$ cat src/logic/pts_cfg.svh
// constants for the power table shaping block
`ifndef PTS_CFG_SVH
`define PTS_CFG_SVH
`define PTS_TABLE_DEPTH   8
`define PTS_IDX_W         3
`define PTS_LEVEL_W       8
`define PTS_LEVEL_RESET   8'hc6
`define PTS_LEVEL_ZERO    8'h00
`define PTS_STEPS_PER_SYM 8
`define PTS_DIV_W         16
`endif

$ cat src/logic/pts_pkg.sv
// types for the power table shaping block
`default_nettype none
package pts_pkg;
  typedef enum logic [2:0] {
    PTS_OFF    = 3'h0,
    PTS_RAMPUP = 3'h1,
    PTS_HOLD   = 3'h2,
    PTS_RAMPDN = 3'h3,
    PTS_ASK    = 3'h4
  } pts_state_t;

  typedef struct packed {
    logic       en;
    logic       burst;
    logic [2:0] addr;
    logic [7:0] data;
  } pts_wr_t;
endpackage
`default_nettype wire

$ cat src/logic/pts_power_table.sv
// power level table, shaping counter and core power control
// How it works
// - eight programmable power level entries
// - three-bit limit picks highest used entry
// - ramp up through entries to limit, hold, reverse when transmit ends
// - chip select low wakes core, serial out low once oscillator ready
// - power-down strobe acts when chip select high
// - entry zero resets to default setting
// - non-zero entries written only in burst
// - sleep keeps entry zero, clears others
// - ASK counter up on one, down zero
// - counter steps at eight times symbol rate
// - counter saturates at limit and zero
// - counter value indexes the power table
`timescale 1ns/1ps
`include "pts_cfg.svh"
`default_nettype none
module pts_power_table (
  input  wire logic                      i_clk_sys,
  input  wire logic                      i_resetn,
  input  wire pts_pkg::pts_wr_t          i_wr,
  input  wire logic [`PTS_IDX_W-1:0]     i_power_index_limit,
  input  wire logic                      i_ask_mode,
  input  wire logic                      i_tx_active,
  input  wire logic                      i_tx_symbol,
  input  wire logic [`PTS_DIV_W-1:0]     i_tick_div,
  input  wire logic                      i_sleep,
  input  wire logic                      i_power_down_strobe,
  input  wire logic                      i_csn,
  input  wire logic                      i_osc_ready,
  output logic [`PTS_LEVEL_W-1:0]        o_pa_level,
  output logic [`PTS_IDX_W-1:0]          o_index,
  output logic                           o_tx_busy,
  output logic                           o_core_power_en,
  output logic                           o_osc_en,
  output logic                           o_so_ready_low
);
  logic [`PTS_LEVEL_W-1:0] table_mem [`PTS_TABLE_DEPTH];
  logic [`PTS_LEVEL_W-1:0] next_table [`PTS_TABLE_DEPTH];
  logic [2:0]              csn_sync;
  logic [2:0]              next_csn_sync;
  logic                    csn_q;
  logic                    next_csn_q;
  logic                    pd_pending;
  logic                    next_pd_pending;
  logic                    powered;
  logic                    next_powered;
  logic [`PTS_DIV_W-1:0]   div_cnt;
  logic [`PTS_DIV_W-1:0]   next_div_cnt;
  logic [`PTS_IDX_W-1:0]   idx;
  logic [`PTS_IDX_W-1:0]   next_idx;
  pts_pkg::pts_state_t     state;
  pts_pkg::pts_state_t     next_state;
  logic [`PTS_LEVEL_W-1:0] next_pa_level;
  logic                    next_so_ready_low;
  logic                    tick;

  // table writes and sleep loss
  always_comb begin
    for (int i = 0; i < `PTS_TABLE_DEPTH; i++) begin
      next_table[i] = table_mem[i];
    end
    if (i_sleep) begin
      for (int i = 1; i < `PTS_TABLE_DEPTH; i++) begin
        next_table[i] = `PTS_LEVEL_ZERO;
      end
    end else if (i_wr.en) begin
      // single access reaches entry zero only
      if (i_wr.burst) begin
        next_table[i_wr.addr] = i_wr.data;
      end else begin
        next_table[0] = i_wr.data;
      end
    end
  end

  always_ff @(posedge i_clk_sys) begin
    if (!i_resetn) begin
      table_mem[0] <= `PTS_LEVEL_RESET;
      for (int i = 1; i < `PTS_TABLE_DEPTH; i++) begin
        table_mem[i] <= `PTS_LEVEL_ZERO;
      end
    end else begin
      for (int i = 0; i < `PTS_TABLE_DEPTH; i++) begin
        table_mem[i] <= next_table[i];
      end
    end
  end

  // chip select sync and core power control
  always_comb begin
    next_csn_sync   = {csn_sync[1:0], i_csn};
    next_csn_q      = csn_q;
    if (csn_sync[1] == csn_sync[2]) begin
      next_csn_q = csn_sync[2];
    end
    next_pd_pending = pd_pending | i_power_down_strobe;
    next_powered    = powered;
    // power off only once chip select high
    if (pd_pending && next_csn_q) begin
      next_powered    = 1'b0;
      next_pd_pending = i_power_down_strobe;
    end
    if (!next_csn_q) begin
      next_powered = 1'b1;
    end
    next_so_ready_low = !next_csn_q && powered && i_osc_ready;
  end

  always_ff @(posedge i_clk_sys) begin
    if (!i_resetn) begin
      csn_sync        <= 3'h7;
      csn_q           <= 1'b1;
      pd_pending      <= 1'b0;
      powered         <= 1'b1;
      o_core_power_en <= 1'b1;
      o_osc_en        <= 1'b1;
      o_so_ready_low  <= 1'b0;
    end else begin
      csn_sync        <= next_csn_sync;
      csn_q           <= next_csn_q;
      pd_pending      <= next_pd_pending;
      powered         <= next_powered;
      o_core_power_en <= next_powered;
      o_osc_en        <= next_powered;
      o_so_ready_low  <= next_so_ready_low;
    end
  end

  // tick at eight per symbol, period set by divider
  assign tick = (div_cnt == '0);

  always_comb begin
    next_div_cnt = tick ? i_tick_div : div_cnt - 1'b1;
    next_state   = state;
    next_idx     = idx;
    case (state)
      pts_pkg::PTS_OFF: begin
        next_idx = '0;
        if (i_tx_active) begin
          next_state = i_ask_mode ? pts_pkg::PTS_ASK : pts_pkg::PTS_RAMPUP;
        end
      end
      pts_pkg::PTS_RAMPUP: begin
        if (!i_tx_active) begin
          next_state = pts_pkg::PTS_RAMPDN;
        end else if (idx >= i_power_index_limit) begin
          next_idx   = i_power_index_limit;
          next_state = pts_pkg::PTS_HOLD;
        end else if (tick) begin
          next_idx = idx + 1'b1;
        end
      end
      pts_pkg::PTS_HOLD: begin
        next_idx = i_power_index_limit;
        if (!i_tx_active) begin
          next_state = pts_pkg::PTS_RAMPDN;
        end
      end
      pts_pkg::PTS_RAMPDN: begin
        if (i_tx_active) begin
          next_state = pts_pkg::PTS_RAMPUP;
        end else if (idx == '0) begin
          next_state = pts_pkg::PTS_OFF;
        end else if (tick) begin
          next_idx = idx - 1'b1;
        end
      end
      pts_pkg::PTS_ASK: begin
        // up on one, down on zero
        if (!i_tx_active) begin
          next_state = pts_pkg::PTS_RAMPDN;
        end else if (tick) begin
          if (i_tx_symbol) begin
            if (idx < i_power_index_limit) begin
              next_idx = idx + 1'b1;
            end else begin
              next_idx = i_power_index_limit;
            end
          end else if (idx != '0) begin
            next_idx = idx - 1'b1;
          end
        end
      end
      default: begin
        next_state = pts_pkg::PTS_OFF;
        next_idx   = '0;
      end
    endcase
    next_pa_level = (next_state == pts_pkg::PTS_OFF) ? `PTS_LEVEL_ZERO : table_mem[next_idx];
  end

  always_ff @(posedge i_clk_sys) begin
    if (!i_resetn) begin
      div_cnt    <= '0;
      state      <= pts_pkg::PTS_OFF;
      idx        <= '0;
      o_pa_level <= `PTS_LEVEL_ZERO;
      o_index    <= '0;
      o_tx_busy  <= 1'b0;
    end else begin
      div_cnt    <= next_div_cnt;
      state      <= next_state;
      idx        <= next_idx;
      o_pa_level <= next_pa_level;
      o_index    <= next_idx;
      o_tx_busy  <= (next_state != pts_pkg::PTS_OFF);
    end
  end
endmodule
`default_nettype wire

$ cat config.mk
export PLATFORM = sky130hd
export DESIGN_NAME = pts_power_table
export DESIGN_NICKNAME = d
export VERILOG_FILES = /design/src/logic/pts_pkg.sv /design/src/logic/pts_power_table.sv
export VERILOG_INCLUDE_DIRS = /design/src /design/src/logic
export SDC_FILE = /design/constraint.sdc
export NUM_CORES = 1
export LEC_CHECK = 0
export ABC_CLOCK_PERIOD_IN_PS = 5400
export BUFFER_PORTS_ARGS = -buffer_cell sky130_fd_sc_hd__buf_2
export CAP_MARGIN = 10
export CORE_AREA = 2 2 99 101
export CTS_CLUSTER_DIAMETER = 150
export DETAILED_ROUTE_END_ITERATION = 7
export DIE_AREA = 0 0 101 103
export GPL_TIMING_DRIVEN = 0
export PLACE_DENSITY = 0.72
export SYNTH_ARGS = -nofsm -noshare
export SYNTH_HDL_FRONTEND = slang
export SYNTH_SLANG_ARGS = --single-unit
$ cat constraint.sdc
create_clock -name i_clk_sys -period 5.4 [get_ports i_clk_sys]
set_input_delay 0.27 -clock i_clk_sys [delete_from_list [all_inputs] [get_ports i_clk_sys]]
set_output_delay 0.27 -clock i_clk_sys [all_outputs]
set_load 0.05 [all_outputs]
## Word-level counts from Yosys, hierarchy flattened

Memory sizes are Yosys's and may differ from the RTL's. A register that Yosys moved wholly into a read port is not among the register bits.
Index checks and enable logic that the tools add are counted.

| operators by class | value |
|---|---|
| reductions and logical operators | 14 |
| mux-type cells | 41 |
| $lt $le $gt $ge | 4 |
| equality and inequality tests | 5 |
| bitwise gates (word level) | 11 |
| add/sub/neg operators | 3 |

Operator list:

| kind | number |
|---|---|
| two-way mux 56 bit | 2 |
| two-way mux 8 bit | 11 |
| bitwise mux 64 bit | 1 |
| two-way mux 64 bit | 1 |
| two-way mux 3 bit | 18 |
| demux 8 bit (select 3 bit) | 1 |
| case mux 3 bit (4 select lines) | 2 |
| logical NOT 16 bit | 1 |
| two-way mux 16 bit | 1 |
| subtractor 16 x 1 -> 16 bit, second input constant | 1 |
| logical NOT 3 bit | 3 |
| OR 1 bit | 9 |
| equality test 3 x 2 -> 1 bit, second input constant | 2 |
| nonzero test 3 bit | 2 |
| >= comparator 4 bit, second input constant | 1 |
| logical AND 1 bit | 4 |
| less-than comparator 4 x 1 -> 1 bit, second input constant | 1 |
| two-way mux 1 bit | 4 |
| inverter 3 -> 4 bit | 1 |
| OR reduction 2 bit | 2 |
| adder 3 x 1 -> 3 bit, second input constant | 1 |
| equality test 3 x 1 -> 1 bit, second input constant | 1 |
| equality test 3 bit, second input constant | 1 |
| >= comparator 3 bit | 1 |
| other kinds (6) | 6 |

| storage, ports and cells | value |
|---|---|
| output and inout bits | 15 |
| memories kept | 1 |
| logic and storage cells | 88 |
| RAM bits | 64 |
| register bits after elaboration | 30 |
| input bits | 41 |

Memory list:

| name | depth | bits a word | read ports | clocked after memory_dff | write ports | line | text |
|---|---|---|---|---|---|---|---|
| table_mem | 8 | 8 | 9 | 1 | 8 | pts_power_table.sv:38 | `` logic [`PTS_LEVEL_W-1:0] table_mem [`PTS_TABLE_DEPTH]; `` |

## Logic depth before layout (Yosys ltp)

| depth | value |
|---|---|
| depth after elaboration | 10 |
| depth in mapped cells | 14 |
| mapped depth without buffers | 11 |

## Worst setup path after synthesis

No wires, ideal clock.

| timing | value |
|---|---|
| path kind | flip-flop to flip-flop |
| start | reg idx[0] |
| end | reg o_pa_level[0] (read register of table_mem) |
| stages on the path, launching flop included | 13 |
| library setup time | 0.117 ns |
| buffers on the path | 1 |
| data arrival time | 3.458 ns |
| path slack | 1.825 ns |
| data required time | 5.283 ns |
| period minus slack after synthesis | 3.575 ns |
| path through | dfxtp_1 -> inv_1 -> ha_1 -> nor2b_1 -> o21ai_0 -> a22oi_2 -> mux2_1 -> or4_4 -> o221ai_4 -> buf_8 -> mux2i_1 -> nand2_1 -> a32o_1 |

| between the ends | value |
|---|---|
| longest elaborated chain between the ends | 6 |
| elaborated cells on any way between the ends | 25 |
| classes of those cells | 2 x add/sub; 2 x order compare; 17 x mux; 4 x reduce/logical |

RTL lines:

| element | line | text |
|---|---|---|
| from (decl) | pts_power_table.sv:50 | `` logic [`PTS_IDX_W-1:0] idx; `` |
| from (signal assigned) | pts_power_table.sv:204 | `idx <= next_idx;` |
| subtractor 3 x 1 -> 3 bit (tied with other cells) | pts_power_table.sv:166, pts_power_table.sv:181 |  |
| two-way mux 3 bit, on equally long branches | - |  |
| two-way mux 3 bit, on equally long branches | pts_power_table.sv:174, pts_power_table.sv:145, pts_power_table.sv:161 |  |
| two-way mux 3 bit / case mux 3 bit (4 select lines) (equally long branches) | pts_power_table.sv:173, pts_power_table.sv:137 |  |
| two-way mux 3 bit / logical NOT 3 bit (equally long branches) | pts_power_table.sv:171, pts_power_table.sv:190 |  |
| case mux 3 bit (4 select lines) / OR reduction 2 bit (equally long branches) | - |  |
| to (decl) | pts_power_table.sv:31 | `` output logic [`PTS_LEVEL_W-1:0] o_pa_level, `` |

Several ways; a longest one is shown, not always the timed one.
A chain may end at the register's enable or synchronous reset.

## Final worst setup path

| timing | value |
|---|---|
| start | reg div_cnt[0] |
| end | reg o_pa_level[2] (read register of table_mem) |

| between the ends | value |
|---|---|
| longest elaborated chain between the ends | 5 |
| elaborated cells on any way between the ends | 10 |
| classes of those cells | 9 x mux; 1 x reduce/logical |

RTL lines:

| element | line | text |
|---|---|---|
| from (decl) | pts_power_table.sv:48 | `` logic [`PTS_DIV_W-1:0] div_cnt; `` |
| from (signal assigned) | pts_power_table.sv:202 | `div_cnt <= next_div_cnt;` |
| logical NOT 16 bit (*) | pts_power_table.sv:131 | `assign tick = (div_cnt == '0);` |
| two-way mux 3 bit, on equally long branches | pts_power_table.sv:165, pts_power_table.sv:150 |  |
| two-way mux 3 bit, on equally long branches | pts_power_table.sv:163, pts_power_table.sv:147 |  |
| two-way mux 3 bit, on equally long branches | pts_power_table.sv:161, pts_power_table.sv:145 |  |
| case mux 3 bit (4 select lines) (*) | pts_power_table.sv:137 | `case (state)` |

Mark *: on every way between the ends. The rest lies on a longest branch, timed or not.

==> metrics.txt <==
# TYPE chip_impl_metric gauge
chip_impl_info{name="holdCritPathClass",value="input port to flop"} 1
chip_impl_metric{name="yosys_warnings",unit=""} 0
chip_impl_info{name="rsz0062_at_grt",value="no"} 1
chip_impl_metric{name="postCtsHoldBufs",unit=""} 0
chip_impl_metric{name="p_per_area",unit="nW/um^2"} 376
chip_impl_metric{name="die-area",unit="sq um"} 10400
chip_impl_metric{name="num_io_pins",unit=""} 56
chip_impl_metric{name="power_switching_share",unit="%"} 35.5
chip_impl_metric{name="power.total",unit="W"} 0.00210
chip_impl_metric{name="timing.slew.headroom",unit="%"} 29.4
chip_impl_metric{name="synth_fp_nets",unit=""} 593
chip_impl_metric{name="drtIter0Drc",unit=""} 180
chip_impl_metric{name="final_max_slew_viol_count",unit=""} 0
chip_impl_metric{name="cell_internal_pwr",unit="W"} 0.00135
chip_impl_metric{name="drtPass1Iterations",unit=""} 5
chip_impl_metric{name="netlist-cell-type-count",unit=""} 61
chip_impl_metric{name="clock_path_buffers",unit=""} 2
chip_impl_metric{name="rows",unit=""} 36
chip_impl_metric{name="tritoncts_sink_count",unit=""} 102
chip_impl_metric{name="worstPathMaxFanout",unit=""} 9
chip_impl_info{name="cts_root_buffer",value="sky130_fd_sc_hd__clkbuf_8"} 1
chip_impl_metric{name="io_buffer_count",unit=""} 44
chip_impl_metric{name="static-leakage-power",unit="nW"} 2.15
chip_impl_metric{name="post_cts_buffers",unit=""} 0
chip_impl_metric{name="ir_drop",unit="mV"} 0.233
chip_impl_metric{name="seqPwrFrac",unit="%"} 42.6
chip_impl_metric{name="combPwrFrac",unit="%"} 31.9
chip_impl_info{name="synth_flop_cell",value="sky130_fd_sc_hd__dfxtp_1"} 1
chip_impl_metric{name="grt_pass1_wl",unit="mm"} 19.4
chip_impl_metric{name="min_period",unit="ns"} 3.93
chip_impl_metric{name="dieHeight",unit="um"} 103
chip_impl_info{name="worst_setup_path_end_kind",value="flop"} 1
chip_impl_metric{name="detailed_place.area",unit="sq um"} 5370
chip_impl_metric{name="seq_area_frac_synth",unit="%"} 40.9
chip_impl_info{name="critical_path.startpoint_type",value="flop"} 1
chip_impl_metric{name="final_wl",unit="mm"} 11.9
chip_impl_metric{name="synthesized_instance_count",unit=""} 545
chip_impl_metric{name="finalWeightedCongestion",unit=""} 0.866
chip_impl_info{name="run_status",value="completed"} 1
chip_impl_metric{name="switchingPower",unit="W"} 0.000747
chip_impl_metric{name="worst_ep_arrival_time",unit="ns"} 4.23
chip_impl_metric{name="clkTransAtPathRegs",unit="ns"} 0.10
chip_impl_metric{name="maxClockFrequency",unit="MHz"} 255
chip_impl_metric{name="final_antenna_net_count",unit=""} 0
chip_impl_info{name="timing.setup.critical_path_class",value="flop to flop"} 1
chip_impl_metric{name="via_count_of_the_first_global_routing_pass",unit=""} 4097
chip_impl_metric{name="clock_share_of_power",unit="%"} 25.5
chip_impl_metric{name="postLayoutCellArea",unit="sq um"} 5580
chip_impl_metric{name="cts_inserted_buffers",unit=""} 9
chip_impl_metric{name="post_route_cells_drive_above_1_share",unit="%"} 14.1
chip_impl_metric{name="clock_tree.htree_level_count",unit=""} 3
chip_impl_metric{name="hold_violations",unit=""} 0
chip_impl_metric{name="required",unit="ns"} 5.71
chip_impl_metric{name="area.growth.synth_to_final",unit="%"} 11.8
chip_impl_metric{name="grt_max_degree",unit=""} 18
chip_impl_metric{name="ys_ff_latch",unit=""} 102
chip_impl_metric{name="antenna_found_initial",unit=""} 0
chip_impl_metric{name="number_of_endpoints_failing_setup_at_the_final_stage",unit=""} 0
chip_impl_info{name="cts_tree",value="yes"} 1
chip_impl_metric{name="nets",unit=""} 648
chip_impl_metric{name="initial_utilization",unit="%"} 52.8
chip_impl_metric{name="detailroute.via_count",unit=""} 4148
chip_impl_metric{name="synth_edf_count",unit=""} 0
chip_impl_metric{name="diodes",unit=""} 0
chip_impl_metric{name="post_drt_wl_per_cell",unit="um"} 16.5
chip_impl_metric{name="drc",unit=""} 0
chip_impl_metric{name="cts.repair.resized",unit=""} 0
chip_impl_metric{name="mapped_area",unit="sq um"} 4990
chip_impl_metric{name="die_w",unit="um"} 101
chip_impl_metric{name="cap_viol_max_count",unit=""} 0
chip_impl_metric{name="post-dp-hpwl",unit="mm"} 8.54
chip_impl_metric{name="overflow",unit=""} 0
chip_impl_metric{name="core_area",unit="sq um"} 9460
chip_impl_metric{name="finalSetupTns",unit="ns"} 0
chip_impl_metric{name="avgViaCountPerCell",unit=""} 5.78
chip_impl_metric{name="async_reset_ff_share",unit="%"} 0
chip_impl_metric{name="fin_crit_sh",unit="%"} 72.7
chip_impl_metric{name="clk_lat_worst_skew",unit="ns"} 0.37
chip_impl_metric{name="timing_worst_slew_pin_value",unit="ns"} 1.06
chip_impl_metric{name="post_synth.cell_area_avg",unit="sq um"} 9.16
chip_impl_metric{name="groute.usage.overall",unit="%"} 23.7
chip_impl_metric{name="clock_skew",unit="ns"} 0.0118
## cells in the mapped netlist (all sizes together), types with 2 or more instances
cell type / number / area [sq um]
nor3b: 5 / 37.5
or3: 3 / 18.8
and3: 4 / 25.0
buf: 9 / 65.1
or4: 5 / 41.3
ha: 7 / 87.6
dfxtp: 102 / 2040
clkbuf: 28 / 105
a21oi: 5 / 25.0
mux2: 8 / 90.1
xnor2: 7 / 61.3
nand3: 7 / 35.0
nor4: 4 / 40.0
mux2i: 89 / 891
xor2: 6 / 52.6
a211o: 4 / 35.0
a32oi: 2 / 17.5
nor2: 89 / 334
and2: 5 / 31.3
o211ai: 6 / 45.0
a32o: 7 / 70.1
nand2: 43 / 161
a211oi: 7 / 52.6
nand3b: 5 / 37.5
o2111ai: 2 / 17.5
o211a: 5 / 50.1
nand4: 2 / 12.5
nand2b: 8 / 50.1
nor3: 10 / 50.1
o31ai: 4 / 30.0
nor2b: 8 / 50.1
or2: 2 / 12.5
inv: 11 / 41.3
o21ai: 14 / 70.1
a31oi: 4 / 25.0
## kinds of logic after synthesis
family | share of synthesized area, %
flip-flops | 40.9
multiplexers | 19.6
AO/OA/AOI/OAI | 11.6
AND/OR/NAND/NOR | 19.3
XOR/XNOR | 2.28
buffers and inverters | 4.31
adder cells (fa/ha/maj) | 1.95
## critical path: stages, from the launching register on
cell and delay (ns):
sky130_fd_sc_hd__dfxtp_1 0.33, sky130_fd_sc_hd__inv_1 0.06, sky130_fd_sc_hd__ha_1 0.18, sky130_fd_sc_hd__or4b_2 0.69, sky130_fd_sc_hd__nor4_4 0.46, sky130_fd_sc_hd__nand3_1 0.36, sky130_fd_sc_hd__a32oi_1 0.28, sky130_fd_sc_hd__nand4_1 0.41
sky130_fd_sc_hd__a31oi_1 0.80, sky130_fd_sc_hd__a32o_1 0.30
## through the flow
step / utilization [%] / setup slack [ns] / hold WS (ns) / std cells
after floorplan: - / 1.82 / 0.371 / 545
after global placement: 56.6 / 1.63 / 0.391 / 703
after detailed placement: 56.7 / 1.55 / 0.398 / 703
after CTS: 59.0 / 1.54 / 0.0775 / 718
after global routing: 59.0 / 1.21 / 0.0876 / 718
final: 59.0 / 1.47 / 0.0810 / 718
## power groups by stage
stage / Combinational (W) / Sequential (W) / Clock (W)
2_1_floorplan: 0.000465 / 0.000960 / 0
3_3_place_gp: 0.000651 / 0.000907 / 0
3_5_place_dp: 0.000669 / 0.000911 / 0
4_1_cts: 0.000671 / 0.000894 / 0.000542
5_1_grt: 0.000741 / 0.000907 / 0.000569
6_report: 0.000671 / 0.000895 / 0.000536
## final timing paths
kind	start	endpoint	slack, ns	depth (start not counted)
max	div_cnt[0]	o_pa_level[2]	1.47	9
max reg2reg	div_cnt[0]	o_pa_level[2]	1.47	9
min	i_csn	csn_sync[0]	0.08	2
min reg2reg	csn_sync[0]	csn_sync[1]	0.41	1
## final cells by class
class / instances / area, sq um
Buffer: 37 / 170
Sequential cell: 102 / 2040
Timing Repair Buffer: 44 / 220
Tap cell: 114 / 143
Clock buffer: 9 / 124
Multi-Input combinational cell: 394 / 2750
Fill cell: 836 / 3880
Clock inverter: 6 / 93.8
Inverter: 12 / 45.0
## flip-flops by register name, indices dropped and copies added (netlist names)
signal	count
o_so_ready_low	1
div_cnt	16
state	3
csn_q	1
o_pa_level	8
o_tx_busy	1
powered	1
table_mem	64
idx	3
csn_sync	3
pd_pending	1
## placed cells by master (no fill, tap or decap), types with 8 or more instances in the layout
master / synthesis / final
sky130_fd_sc_hd__clkbuf_8: 0 / 9
sky130_fd_sc_hd__nor2_1: 89 / 89
sky130_fd_sc_hd__nand2b_1: 8 / 8
sky130_fd_sc_hd__buf_2: 4 / 48
sky130_fd_sc_hd__dfxtp_1: 102 / 102
sky130_fd_sc_hd__mux2i_1: 89 / 89
sky130_fd_sc_hd__nor3_1: 10 / 8
sky130_fd_sc_hd__inv_1: 11 / 11
sky130_fd_sc_hd__nor2b_1: 8 / 8
sky130_fd_sc_hd__nand2_1: 43 / 43
sky130_fd_sc_hd__clkbuf_1: 28 / 28
sky130_fd_sc_hd__o21ai_0: 13 / 13
## layer usage
metal  wire length [um]  part of all wire (%)  GRT usage, %  vias up
li1                   -                     -             -     2022
met4                246                   2.1          7.38        0
met1               5240                    44          28.4     2002
met5                  0                     0             0        -
met2               5900                    50          43.1      103
met3                491                   4.1          4.41       21
Power figures use the tool's default switching activity.
